===== src/verilog/svw_pkg.sv =====
// Constants, timing counts and carrier types of the supervisor watchdog.
package svw_pkg;

   // Timebase and documented times.
   localparam longint unsigned CLK_HZ          = 64'h0000_0000_02FA_F080;
   localparam longint unsigned MS_PER_S        = 64'h0000_0000_0000_03E8;
   localparam longint unsigned NS_PER_S        = 64'h0000_0000_3B9A_CA00;
   localparam longint unsigned HOLD_TIME_MS    = 64'h0000_0000_0000_00C8;
   localparam longint unsigned WD_TIME_MS      = 64'h0000_0000_0000_0640;
   localparam longint unsigned MANUAL_DELAY_NS = 64'h0000_0000_0000_02EE;

   // Cycle counts derived from the times at the timebase rate.
   localparam longint unsigned HOLD_CYCLES_DEF =
      HOLD_TIME_MS * CLK_HZ / MS_PER_S;
   localparam longint unsigned WD_CYCLES_DEF   =
      WD_TIME_MS * CLK_HZ / MS_PER_S;
   // A longest time rounds down.
   localparam longint unsigned MANUAL_DELAY_CYC =
      MANUAL_DELAY_NS * CLK_HZ / NS_PER_S;

   // Counter width covers the watchdog period.
   localparam int CNT_W = 32'h0000_001B;

   // Output values during and right after reset.
   localparam logic RESET_N_RST = 1'h0;
   localparam logic WDO_N_RST   = 1'h1;
   localparam logic PFW_N_RST   = 1'h1;

   // Comparator results as seen by the logic.
   typedef struct packed {
      logic supply_low;
      logic backup_dominant;
      logic power_fail_sense;
   } svw_sense_t;

   typedef enum logic [2:0] {
      ST_ASSERT = 3'h1,
      ST_HOLD   = 3'h2,
      ST_RUN    = 3'h4
   } svw_state_t;

endpackage


===== src/verilog/svw_supervisor.sv =====
// Reset supervisor with hold timer, watchdog and power-fail warning.
`timescale 1ns/10ps
module svw_supervisor
#(
   parameter logic [svw_pkg::CNT_W-1:0] HOLD_CYCLES =
      svw_pkg::CNT_W'(svw_pkg::HOLD_CYCLES_DEF),
   parameter logic [svw_pkg::CNT_W-1:0] WD_CYCLES   =
      svw_pkg::CNT_W'(svw_pkg::WD_CYCLES_DEF)
)
(
   // Clock and reset.
   input  wire logic               clk_sys_in,
   input  wire logic               resetn_in,
   // Comparator and processor inputs.
   input  wire svw_pkg::svw_sense_t sense_in,
   input  wire logic               manual_reset_request_n_in,
   input  wire logic               watchdog_kick_in,
   // Outputs to the processor.
   output logic                    reset_n_out,
   output logic                    reset_out,
   output logic                    watchdog_expired_n_out,
   output logic                    power_fail_warning_n_out
);

   ////////////////////////////////////////////////////////////////////////////
   // Reset release through two flip-flops.

   logic rst_meta_ff;
   logic rst_n_ff;

   always_ff @(posedge clk_sys_in or negedge resetn_in)
   begin
      if (!resetn_in)
      begin
         rst_meta_ff <= 1'h0;
         rst_n_ff    <= 1'h0;
      end
      else
      begin
         rst_meta_ff <= 1'h1;
         rst_n_ff    <= rst_meta_ff;
      end
   end

   ////////////////////////////////////////////////////////////////////////////
   // Reset state machine and hold counter.

   svw_pkg::svw_state_t         state_ff;
   svw_pkg::svw_state_t         nxt_state;
   logic [svw_pkg::CNT_W-1:0]   hold_cnt_ff;
   logic                        reset_n_ff;
   logic                        cause;

   // Watchdog expiry is deliberately absent here; only the manual input
   // can carry it back in.
   assign cause = sense_in.supply_low | ~manual_reset_request_n_in;

   always_comb
   begin
      nxt_state = state_ff;
      case (state_ff)
         svw_pkg::ST_ASSERT:
         begin
            if (!cause)
               nxt_state = svw_pkg::ST_HOLD;
         end
         svw_pkg::ST_HOLD:
         begin
            if (cause)
               nxt_state = svw_pkg::ST_ASSERT;
            else if (hold_cnt_ff == HOLD_CYCLES - 1'h1)
               nxt_state = svw_pkg::ST_RUN;
         end
         svw_pkg::ST_RUN:
         begin
            if (cause)
               nxt_state = svw_pkg::ST_ASSERT;
         end
         default:
         begin
            nxt_state = svw_pkg::ST_ASSERT;
         end
      endcase
   end

   always_ff @(posedge clk_sys_in or negedge rst_n_ff)
   begin
      if (!rst_n_ff)
         state_ff <= svw_pkg::ST_ASSERT;
      else
         state_ff <= nxt_state;
   end

   // The count restarts from zero each time the hold is entered.
   always_ff @(posedge clk_sys_in or negedge rst_n_ff)
   begin
      if (!rst_n_ff)
         hold_cnt_ff <= '0;
      else if (state_ff != svw_pkg::ST_HOLD)
         hold_cnt_ff <= '0;
      else
         hold_cnt_ff <= hold_cnt_ff + 1'h1;
   end

   // The output flop follows the next state so a request shows one cycle
   // after it is sampled, far inside the allowed delay.
   always_ff @(posedge clk_sys_in or negedge rst_n_ff)
   begin
      if (!rst_n_ff)
         reset_n_ff <= svw_pkg::RESET_N_RST;
      else
         reset_n_ff <= (nxt_state == svw_pkg::ST_RUN);
   end

   assign reset_n_out = reset_n_ff;
   assign reset_out   = ~reset_n_ff;

   ////////////////////////////////////////////////////////////////////////////
   // Watchdog.

   logic                        kick_prev_ff;
   logic                        kick_edge;
   logic [svw_pkg::CNT_W-1:0]   wd_cnt_ff;
   logic                        wdo_n_ff;

   // Inputs are synchronous, so every level change is one clean edge and
   // any pulse long enough to be sampled restarts the count.
   assign kick_edge = watchdog_kick_in ^ kick_prev_ff;

   always_ff @(posedge clk_sys_in or negedge rst_n_ff)
   begin
      if (!rst_n_ff)
         kick_prev_ff <= 1'h0;
      else
         kick_prev_ff <= watchdog_kick_in;
   end

   always_ff @(posedge clk_sys_in or negedge rst_n_ff)
   begin
      if (!rst_n_ff)
         wd_cnt_ff <= '0;
      else if (kick_edge || sense_in.supply_low)
         wd_cnt_ff <= '0;
      else if (wd_cnt_ff != WD_CYCLES - 1'h1)
         wd_cnt_ff <= wd_cnt_ff + 1'h1;
   end

   // Expiry holds until the next kick edge or a supply-low event.
   always_ff @(posedge clk_sys_in or negedge rst_n_ff)
   begin
      if (!rst_n_ff)
         wdo_n_ff <= svw_pkg::WDO_N_RST;
      else if (kick_edge || sense_in.supply_low)
         wdo_n_ff <= 1'h1;
      else if (wd_cnt_ff == WD_CYCLES - 1'h1)
         wdo_n_ff <= 1'h0;
   end

   assign watchdog_expired_n_out = wdo_n_ff;

   ////////////////////////////////////////////////////////////////////////////
   // Power-fail warning, independent of reset and watchdog.

   logic pfw_n_ff;

   always_ff @(posedge clk_sys_in or negedge rst_n_ff)
   begin
      if (!rst_n_ff)
         pfw_n_ff <= svw_pkg::PFW_N_RST;
      else if (sense_in.backup_dominant)
         pfw_n_ff <= 1'h0;
      else
         pfw_n_ff <= sense_in.power_fail_sense;
   end

   assign power_fail_warning_n_out = pfw_n_ff;

   ////////////////////////////////////////////////////////////////////////////
   // Assertions.

   localparam int MD_MAX = int'(svw_pkg::MANUAL_DELAY_CYC);
endmodule


===== config.mk =====
export PLATFORM = sky130hd
export DESIGN_NAME = svw_supervisor
export DESIGN_NICKNAME = d
export VERILOG_FILES = /design/src/verilog/svw_pkg.sv /design/src/verilog/svw_supervisor.sv
export SDC_FILE = /design/constraint.sdc
export NUM_CORES = 1
export LEC_CHECK = 0
export ABC_CLOCK_PERIOD_IN_PS = 3600
export BUFFER_PORTS_ARGS = -buffer_cell sky130_fd_sc_hd__clkbuf_2
export CORE_MARGIN = 10
export CORE_UTILIZATION = 23
export CTS_CLUSTER_SIZE = 25
export DETAILED_ROUTE_END_ITERATION = 10
export SLEW_MARGIN = 20
export SYNTH_ARGS = -nofsm -noshare
export SYNTH_HDL_FRONTEND = slang
export SYNTH_SLANG_ARGS = --single-unit

===== constraint.sdc =====
create_clock -name clk_sys_in -period 3.6 [get_ports clk_sys_in]
set_input_delay 1.08 -clock clk_sys_in [delete_from_list [all_inputs] [get_ports clk_sys_in]]
set_output_delay 1.08 -clock clk_sys_in [all_outputs]
set_load 0.05 [all_outputs]

==> metrics.cfg, run 1 <==
[global_route]
grt_pass1_vias = 2319
overflow = 0
grt_pass1_wl_um = 10870
grt_max_degree = 42
gr-usage-all-layers = 0.07257
grt-busiest-layer = met2
grt_use_met2 = 0.1075
antenna_found_initial = 0
met1_usage = 0.09008
use_met3 = 0.03227

[clock_network]
post_cts_buffers = 0
clkTransAtPathRegs_ns = 0.05
cts_sinks = 63
cts_inserted_buffers = 9
clockBufferDepth = 2
insertion_delay_ns = 0.33
hold_buffers = 0
root_buffer = clkbuf_16
htreeDepth = 3
cts_resized = 0
tritoncts = built

[floorplan]
rows = 42
fp.dieH_um = 135.7
die_area_um2 = 18420
initial_core_util = 0.2334
io_pins = 11
core_area_um2 = 13190
die_w_um = 135.7

[worst_setup_path]
required_ns = 3.84
arrival_ns = 2.63
cpPeakStageDelay_ns = 0.58
path_class = reg -> reg
critPathLaunchType = flip-flop
crit_fanout = 12
slowest_stage = or4_1
end_kind = flip-flop
crit_chain = ha_1 -> nand3_2 -> or2_1 -> or4_1 -> or3b_1 -> a211oi_1

[synthesis]
async_reset_ff_frac = 1.000
syn-num-nets = 336
netlist_area_um2 = 3079
synth-seq-cells = 63
yosysWarnings = 0
synth.most_common_cell = dfrtp_1
syn_inst = 327
yosysTopAreaCell = dfrtp_1
avgSynthCellArea_um2 = 9.417
synth.area.top_cells = dfrtp_1, xnor2_1, nor2_1
synth-edff-count = 0
ys_types = 32
ys_seq_area_frac = 0.5132
synth_top_area_frac = 0.4876
synth_flop_cell = dfrtp_1
synth.top_cells.by_count = dfrtp_1, nor2_1, xnor2_1, nand2_1, nand3_1

[sta]
fin_setup_tns_ns = 0
hold_slack_ns = 0.3452
slew_viol_final = 0
hold_viol_final = 0
setup_viol = 0
worstMarginPinSlew_ns = 0.9882
max-slew-margin-rel = 0.3412
min_period_ns = 2.386
rsz0062_at_grt = no
fmax_mhz = 419.1
clock_skew_ns = 0.006754
fin_crit_sh = 0.6628

[route]
drtIter0Drc = 107
ant_nets = 0
routedWlPerCell_um = 11.69
drc_errors = 0
dr_total_vias = 2347
viasPerCell = 4.540
routed_wl_um = 6044
dr.pass1.iters = 4

[placed_design]
port_buffers = 10
place_hpwl_um = 4023
gp_congestion = 0.7768

[run_status]
outcome = finished, final reports clean

[final_layout]
area_growth_pct = 18.45
n_antenna_cell = 0
nets = 345
fillers = 1378
drive_gt1_frac = 0.09091

[pwr]
p_leak_nw = 1.314
finalPower_w = 0.001746
p_per_area_nw_per_um2 = 478.6
ir_drop_mv = 0.2324

[min_path]
hp-class = reg -> reg

[run]
drv_cap = 0

[metal layers]
layer,up-vias,part of all wire
li1,1152,-
met1,1141,0.49
met2,45,0.44
met3,9,0.055
met4,0,0.016
met5,-,0
[stage by stage]
| step | cell area, µm² | utilization | setup slack, ns | std cells |
|---|---|---|---|---|
| after floorplan | 3079 | - | 1.511 | 327 |
| after global placement | 3309 | 0.2509 | 1.257 | 501 |
| after detailed placement | 3309 | 0.2509 | 1.201 | 501 |
| after CTS | 3647 | 0.2765 | 1.212 | 517 |
| after global routing | 3647 | 0.2765 | 1.025 | 517 |
| final | 3647 | 0.2765 | 1.214 | 517 |
[path summary, 6_finish.rpt]
kind | cells past startpoint | to | startpoint | slack, ns
worst max-delay path | 6 | state_ff[2] | hold_cnt_ff[0] | 1.21
worst min-delay path | 0 | rst_n_ff | rst_meta_ff | 0.35
max in group asynchronous | 1 | watchdog_expired_n_out | rst_n_ff | 2.32
worst min register to register | 0 | rst_n_ff | rst_meta_ff | 0.35
min in group asynchronous | 0 | hold_cnt_ff[22] | rst_n_ff | 0.40
worst max register to register | 6 | state_ff[2] | hold_cnt_ff[0] | 1.21
[kinds of logic (layout without fill, tap and decap cells)]
kind of cell | after synthesis | count (layout) | share of synthesized area
flip-flops | 63 | 63 | 0.5132
XOR/XNOR | 37 | 37 | 0.1052
other | 1 | 1 | 0.001218
AND/OR/NAND/NOR | 165 | 165 | 0.2816
adder cells (fa/ha/maj) | 2 | 2 | 0.008125
AO/OA/AOI/OAI | 37 | 37 | 0.06380
buffers and inverters | 22 | 36 | 0.02682
[power by group]
group,switching [W],internal (W),leakage (nW)
Sequential,0.0000134,0.000715,0.860
Combinational,0.0000220,0.00000999,0.287
Clock,0.000311,0.000674,0.166
Total,0.000346,0.00140,1.31
[area by class of cell]
class                   instances  area [µm²]  share of cell area
well taps                     176       220.2             0.06038
multi-input cells             242        1416              0.3883
inverters                       9       33.78            0.009262
flip-flops and latches         63        1582              0.4336
clock buffers                  10       229.0             0.06278
repair buffers                 11       57.56             0.01578
clock inverters                 6       108.9             0.02985
[sequential cells by signal, indices dropped and copies added (netlist names)]
signal and cells:
hold_cnt_ff 27, kick_prev_ff 1, power_fail_warning_n_out 1, reset_n_out 1, rst_meta_ff 1, rst_n_ff 1
state_ff 3, watchdog_expired_n_out 1, wd_cnt_ff 27
[cells in the final DEF, fill, tap and decap left out, types with 9 or more instances in the layout]
cell type,synthesis,layout
dfrtp_1,60,59
nor2_1,44,44
xnor2_1,32,32
nand3_1,20,20
nand2_1,20,20
nor3_1,16,16
o21ai_0,16,16
a21oi_1,16,16
or3_1,15,15
clkbuf_2,0,10
nand4_1,9,9
inv_1,9,9
clkbuf_16,0,9
[worst max-delay path, delay by kind of cell, from the launching register on]
family	cells	cell delay [ns]
simple gates	4	1.46
flops	1	0.38
compound gates	1	0.23
fa+ha+maj	1	0.21
(Power assumes the default switching activity.)
==> inputs of run 2 (changes only) <==
--- a/config.mk
+++ b/config.mk
@@ -5,7 +5,7 @@
 export SDC_FILE = /design/constraint.sdc
 export NUM_CORES = 1
 export LEC_CHECK = 0
-export ABC_CLOCK_PERIOD_IN_PS = 3600
+export ABC_CLOCK_PERIOD_IN_PS = 2400
 export BUFFER_PORTS_ARGS = -buffer_cell sky130_fd_sc_hd__clkbuf_2
 export CORE_MARGIN = 10
 export CORE_UTILIZATION = 23
==> constraint.sdc (replaced) <==
create_clock -name clk_sys_in -period 2.4 [get_ports clk_sys_in]
set_input_delay 0.72 -clock clk_sys_in [delete_from_list [all_inputs] [get_ports clk_sys_in]]
set_output_delay 0.72 -clock clk_sys_in [all_outputs]
set_load 0.05 [all_outputs]
==> metrics.cfg, run 2 (synthesized netlist as in run 1, its figures left out) <==
[run_status]
outcome = finished, final reports clean

[global_route]
overflow = 0
gr-usage-all-layers = 0.07435
grt_pass1_wl_um = 11330
grt_pass1_vias = 2403
grt_max_degree = 31
antenna_found_initial = 0

[final_layout]
final_cell_area_um2 = 3661
top_regs = hold_cnt_ff (27), wd_cnt_ff (27), state_ff (3)
fillers = 1363
mostFrequentLayoutCell = dfrtp_1
n_antenna_cell = 0
area_growth_pct = 18.89
drive_gt1_frac = 0.1040
fin_util = 0.2776
final_cell_mix = dfrtp_1, nor2_1, xnor2_1
ff_latch_area_um2 = 1582
multi_input_area_um2 = 1416
nets = 350

[clock_network]
hold_buffers = 0
cts_inserted_buffers = 9
cts_resized = 0
post_cts_buffers = 0
cts_sinks = 63
clkTransAtPathRegs_ns = 0.05
root_buffer = clkbuf_16
htreeDepth = 3
insertion_delay_ns = 0.33
tritoncts = built
clockBufferDepth = 2

[placed_design]
gp_congestion = 0.7804
pre_cts_ws_ns = 0.1487
place_hpwl_um = 4289
port_buffers = 10
dpl_cell_area_um2 = 3347

[sta]
setup_viol = 0
fin_setup_tns_ns = 0
hold_viol_final = 0
rsz0062_at_grt = no
clock_skew_ns = 0.005570
worstMarginPinSlew_ns = 0.6781
fin_crit_sh = 0.9235
slew_viol_final = 0
min_period_ns = 2.216
final.setup.worst_slack_ns = 0.1837
fmax_mhz = 451.2
max-slew-margin-rel = 0.5479

[worst_setup_path]
arrival_ns = 2.45
end_kind = flip-flop
path_class = reg -> reg
crit_fanout = 4
critPathLaunchType = flip-flop
required_ns = 2.63

[floorplan]
rows = 42
io_pins = 11
die_area_um2 = 18420
die_w_um = 135.7
fp.dieH_um = 135.7
initial_core_util = 0.2334
core_area_um2 = 13190

[pwr]
p_leak_nw = 1.317
ir_drop_mv = 0.2623
p_per_area_nw_per_um2 = 686.5

[min_path]
hp-class = in -> async

[route]
ant_nets = 0
drc_errors = 0
dr_total_vias = 2389
drtIter0Drc = 212
dr.pass1.iters = 4
routed_wl_um = 6336
routedWlPerCell_um = 12.14
viasPerCell = 4.577

[run]
drv_cap = 0

==> run 2: changes by cell type in the layout (fill, tap and decap cells not counted) <==
cell	change
clkinv_4	-1
bufinv_16	-1
clkinvlp_4	+2
buf_4	+5
==> run 2: worst paths after layout <==
path	startpoint	to	slack, ns	cells after the start
min	resetn_in	rst_n_ff	0.17	1
max	hold_cnt_ff[0]	reset_n_out	0.18	6
min reg2reg	rst_n_ff	hold_cnt_ff[25]	0.31	0
min in group clk_sys_in	rst_meta_ff	rst_n_ff	0.36	0
max in group asynchronous	rst_n_ff	wd_cnt_ff[21]	1.39	1
max reg2reg	hold_cnt_ff[0]	reset_n_out	0.18	6
==> run 2: final cells by class <==
class                           count  share of cell area
Sequential cell                    63              0.4320
Multi-Input combinational cell    242              0.3869
Tap cell                          176             0.06015
Clock buffer                       10             0.06254
Clock inverter                      6             0.02324
Timing Repair Buffer               16             0.02597
Inverter                            9            0.009228
==> run 2: power breakdown <==
part           switching [W]  internal, W
Clock               0.000463     0.000904
Combinational      0.0000379    0.0000181
Sequential         0.0000169      0.00107
==> run 2: critical path, cell delays in order, from the launching register on <==
cell and delay, ns:
dfrtp_1 0.39, ha_1 0.22, nand3_2 0.11, or2_1 0.26, or4_1 0.53, or3b_1 0.39, a211oi_1 0.23
==> run 2: per-stage QoR <==
stage	power (W)	cells	hold WS [ns]
2_1_floorplan	0.001141	327	0.3312
3_3_place_gp	0.001164	506	0.3328
3_5_place_dp	0.001166	506	0.3355
4_1_cts	0.002546	522	0.1626
5_1_grt	0.002607	522	0.1613
6_report	0.002513	522	0.1732
==> run 2: per-layer routing <==
layer | routed length [µm] | global-route usage | up-vias
met5 | 0 | 0 | -
met4 | 65 | 0.02333 | 0
met3 | 235 | 0.02596 | 7
met2 | 2948 | 0.1164 | 31
met1 | 3086 | 0.09365 | 1183
li1 | - | - | 1168
==> inputs of run 3 (changes only) <==
--- a/config.mk
+++ b/config.mk
@@ -7,10 +7,12 @@
 export LEC_CHECK = 0
 export ABC_CLOCK_PERIOD_IN_PS = 2400
 export BUFFER_PORTS_ARGS = -buffer_cell sky130_fd_sc_hd__clkbuf_2
+export CORE_ASPECT_RATIO = 2
 export CORE_MARGIN = 10
 export CORE_UTILIZATION = 23
 export CTS_CLUSTER_SIZE = 25
 export DETAILED_ROUTE_END_ITERATION = 10
+export RECOVER_POWER = 25
 export SLEW_MARGIN = 20
 export SYNTH_ARGS = -nofsm -noshare
 export SYNTH_HDL_FRONTEND = slang
==> metrics.cfg, run 3 (synthesized netlist as in run 1, its figures left out) <==
[run_status]
outcome = finished with violations
violations = max-capacitance violations

[route]
drtIter0Drc = 56
dr.pass1.iters = 4
drc_errors = 0
ant_nets = 0
routedWlPerCell_um = 12.93
viasPerCell = 4.770
routed_wl_um = 6415
dr_total_vias = 2366

[global_route]
gr-usage-all-layers = 0.07415
overflow = 0
antenna_found_initial = 0
grt_max_degree = 61
grt_pass1_wl_um = 11190
grt_pass1_vias = 2433

[sta]
worstMarginPinSlew_ns = 1.492
clock_skew_ns = 0.005530
min_period_ns = 2.227
max-slew-margin-rel = 0.005648
fin_setup_tns_ns = 0
fin_crit_sh = 0.9278
slew_viol_final = 0
hold_slack_ns = 0.1632
setup_viol = 0
fmax_mhz = 449.1
hold_viol_final = 0
rsz0062_at_grt = no

[worst_setup_path]
crit_fanout = 4
rr_startpoint = hold_cnt_ff[0]
timing.rr.end = state_ff[2]
path_class = reg -> reg
crit_chain = ha_1 -> nand3_2 -> or2_1 -> or4_1 -> or3b_1 -> a211oi_1
r2r_cells = 6
reg2reg_slack_ns = 0.17
cpPeakStageDelay_ns = 0.53
arrival_ns = 2.47
end_kind = flip-flop
slowest_stage = or4_1
crit_buf_inv = 0
critPathLaunchType = flip-flop
required_ns = 2.64
cp_top_family = simple AND/OR/NAND/NOR gates

[final_layout]
fillers = 1329
drive_gt1_frac = 0.09593
mostFrequentLayoutCell = dfrtp_1
area_growth_pct = 17.23
final_cell_mix = dfrtp_1, nor2_1, xnor2_1
top_regs = hold_cnt_ff (27), wd_cnt_ff (27), state_ff (3)
nets = 348
n_antenna_cell = 0

[clock_network]
tritoncts = built
clkTransAtPathRegs_ns = 0.06
clockBufferDepth = 2
post_cts_buffers = 0
root_buffer = clkbuf_16
cts_sinks = 63
cts_inserted_buffers = 9
htreeDepth = 3
insertion_delay_ns = 0.33

[placed_design]
place_hpwl_um = 4526
gp_congestion = 0.7800
port_buffers = 10

[floorplan]
die_w_um = 101.8
rows = 59
die_area_um2 = 18700
fp.dieH_um = 183.6
io_pins = 11
initial_core_util = 0.2357
core_area_um2 = 13070

[pwr]
p_per_area_nw_per_um2 = 682.2
ir_drop_mv = 0.3424
p_leak_nw = 1.300
finalPower_w = 0.002463

[run]
drv_cap = 1

[min_path]
hp-class = in -> async

## run 3: stage by stage
stage                 util  instances  worst slack, ns  area, µm²
global placement    0.2527        480           0.1786       3302
global route        0.2763        496         0.007953       3610
CTS                 0.2762        496           0.1533       3608
floorplan                -        327           0.3113       3079
detailed placement  0.2527        480           0.1668       3302
finish              0.2763        496           0.1733       3610
## run 3: worst max-delay path by stage
| stage | slack (ns) | cells after the start | endpoint | from |
|---|---|---|---|---|
| floorplan | 0.31 | 6 | reset_n_out | hold_cnt_ff[0] |
| global placement | 0.18 | 5 | reset_n_out | hold_cnt_ff[22] |
| detailed placement | 0.17 | 6 | state_ff[2] | hold_cnt_ff[0] |
| CTS | 0.15 | 6 | state_ff[2] | hold_cnt_ff[0] |
| global route | 0.008 | 6 | state_ff[2] | hold_cnt_ff[0] |
| finish | 0.17 | 6 | state_ff[2] | hold_cnt_ff[0] |
## run 3: final cells by class
class	instances	area, µm²	share of cell area
Clock buffer	10	239.0	0.06620
Clock inverter	6	67.56	0.01872
Inverter	9	33.78	0.009359
Multi-Input combinational cell	242	1423	0.3941
Sequential cell	63	1582	0.4381
Tap cell	152	190.2	0.05269
Timing Repair Buffer	14	75.07	0.02080
## run 3: power breakdown
group,internal [W],switching (W)
clock,0.000834,0.000486
sequential,0.00107,0.00000767
combinational,0.0000160,0.0000463
total,0.00192,0.000540
## run 3: what timing repair did
action | CTS | global route
endpoints found under the setup margin | 0 | 1
hold buffers | 0 | 0
resized for setup | 0 | 1
## run 3: layer usage
layer  vias up  wire [µm]  part of all wire  track usage
li1       1166          -                 -            -
met1      1158       2552              0.40      0.07505
met2        30       3493              0.54       0.1336
met3        12        237             0.037      0.01770
met4         0        132             0.021      0.04200
met5         -          0                 0            0
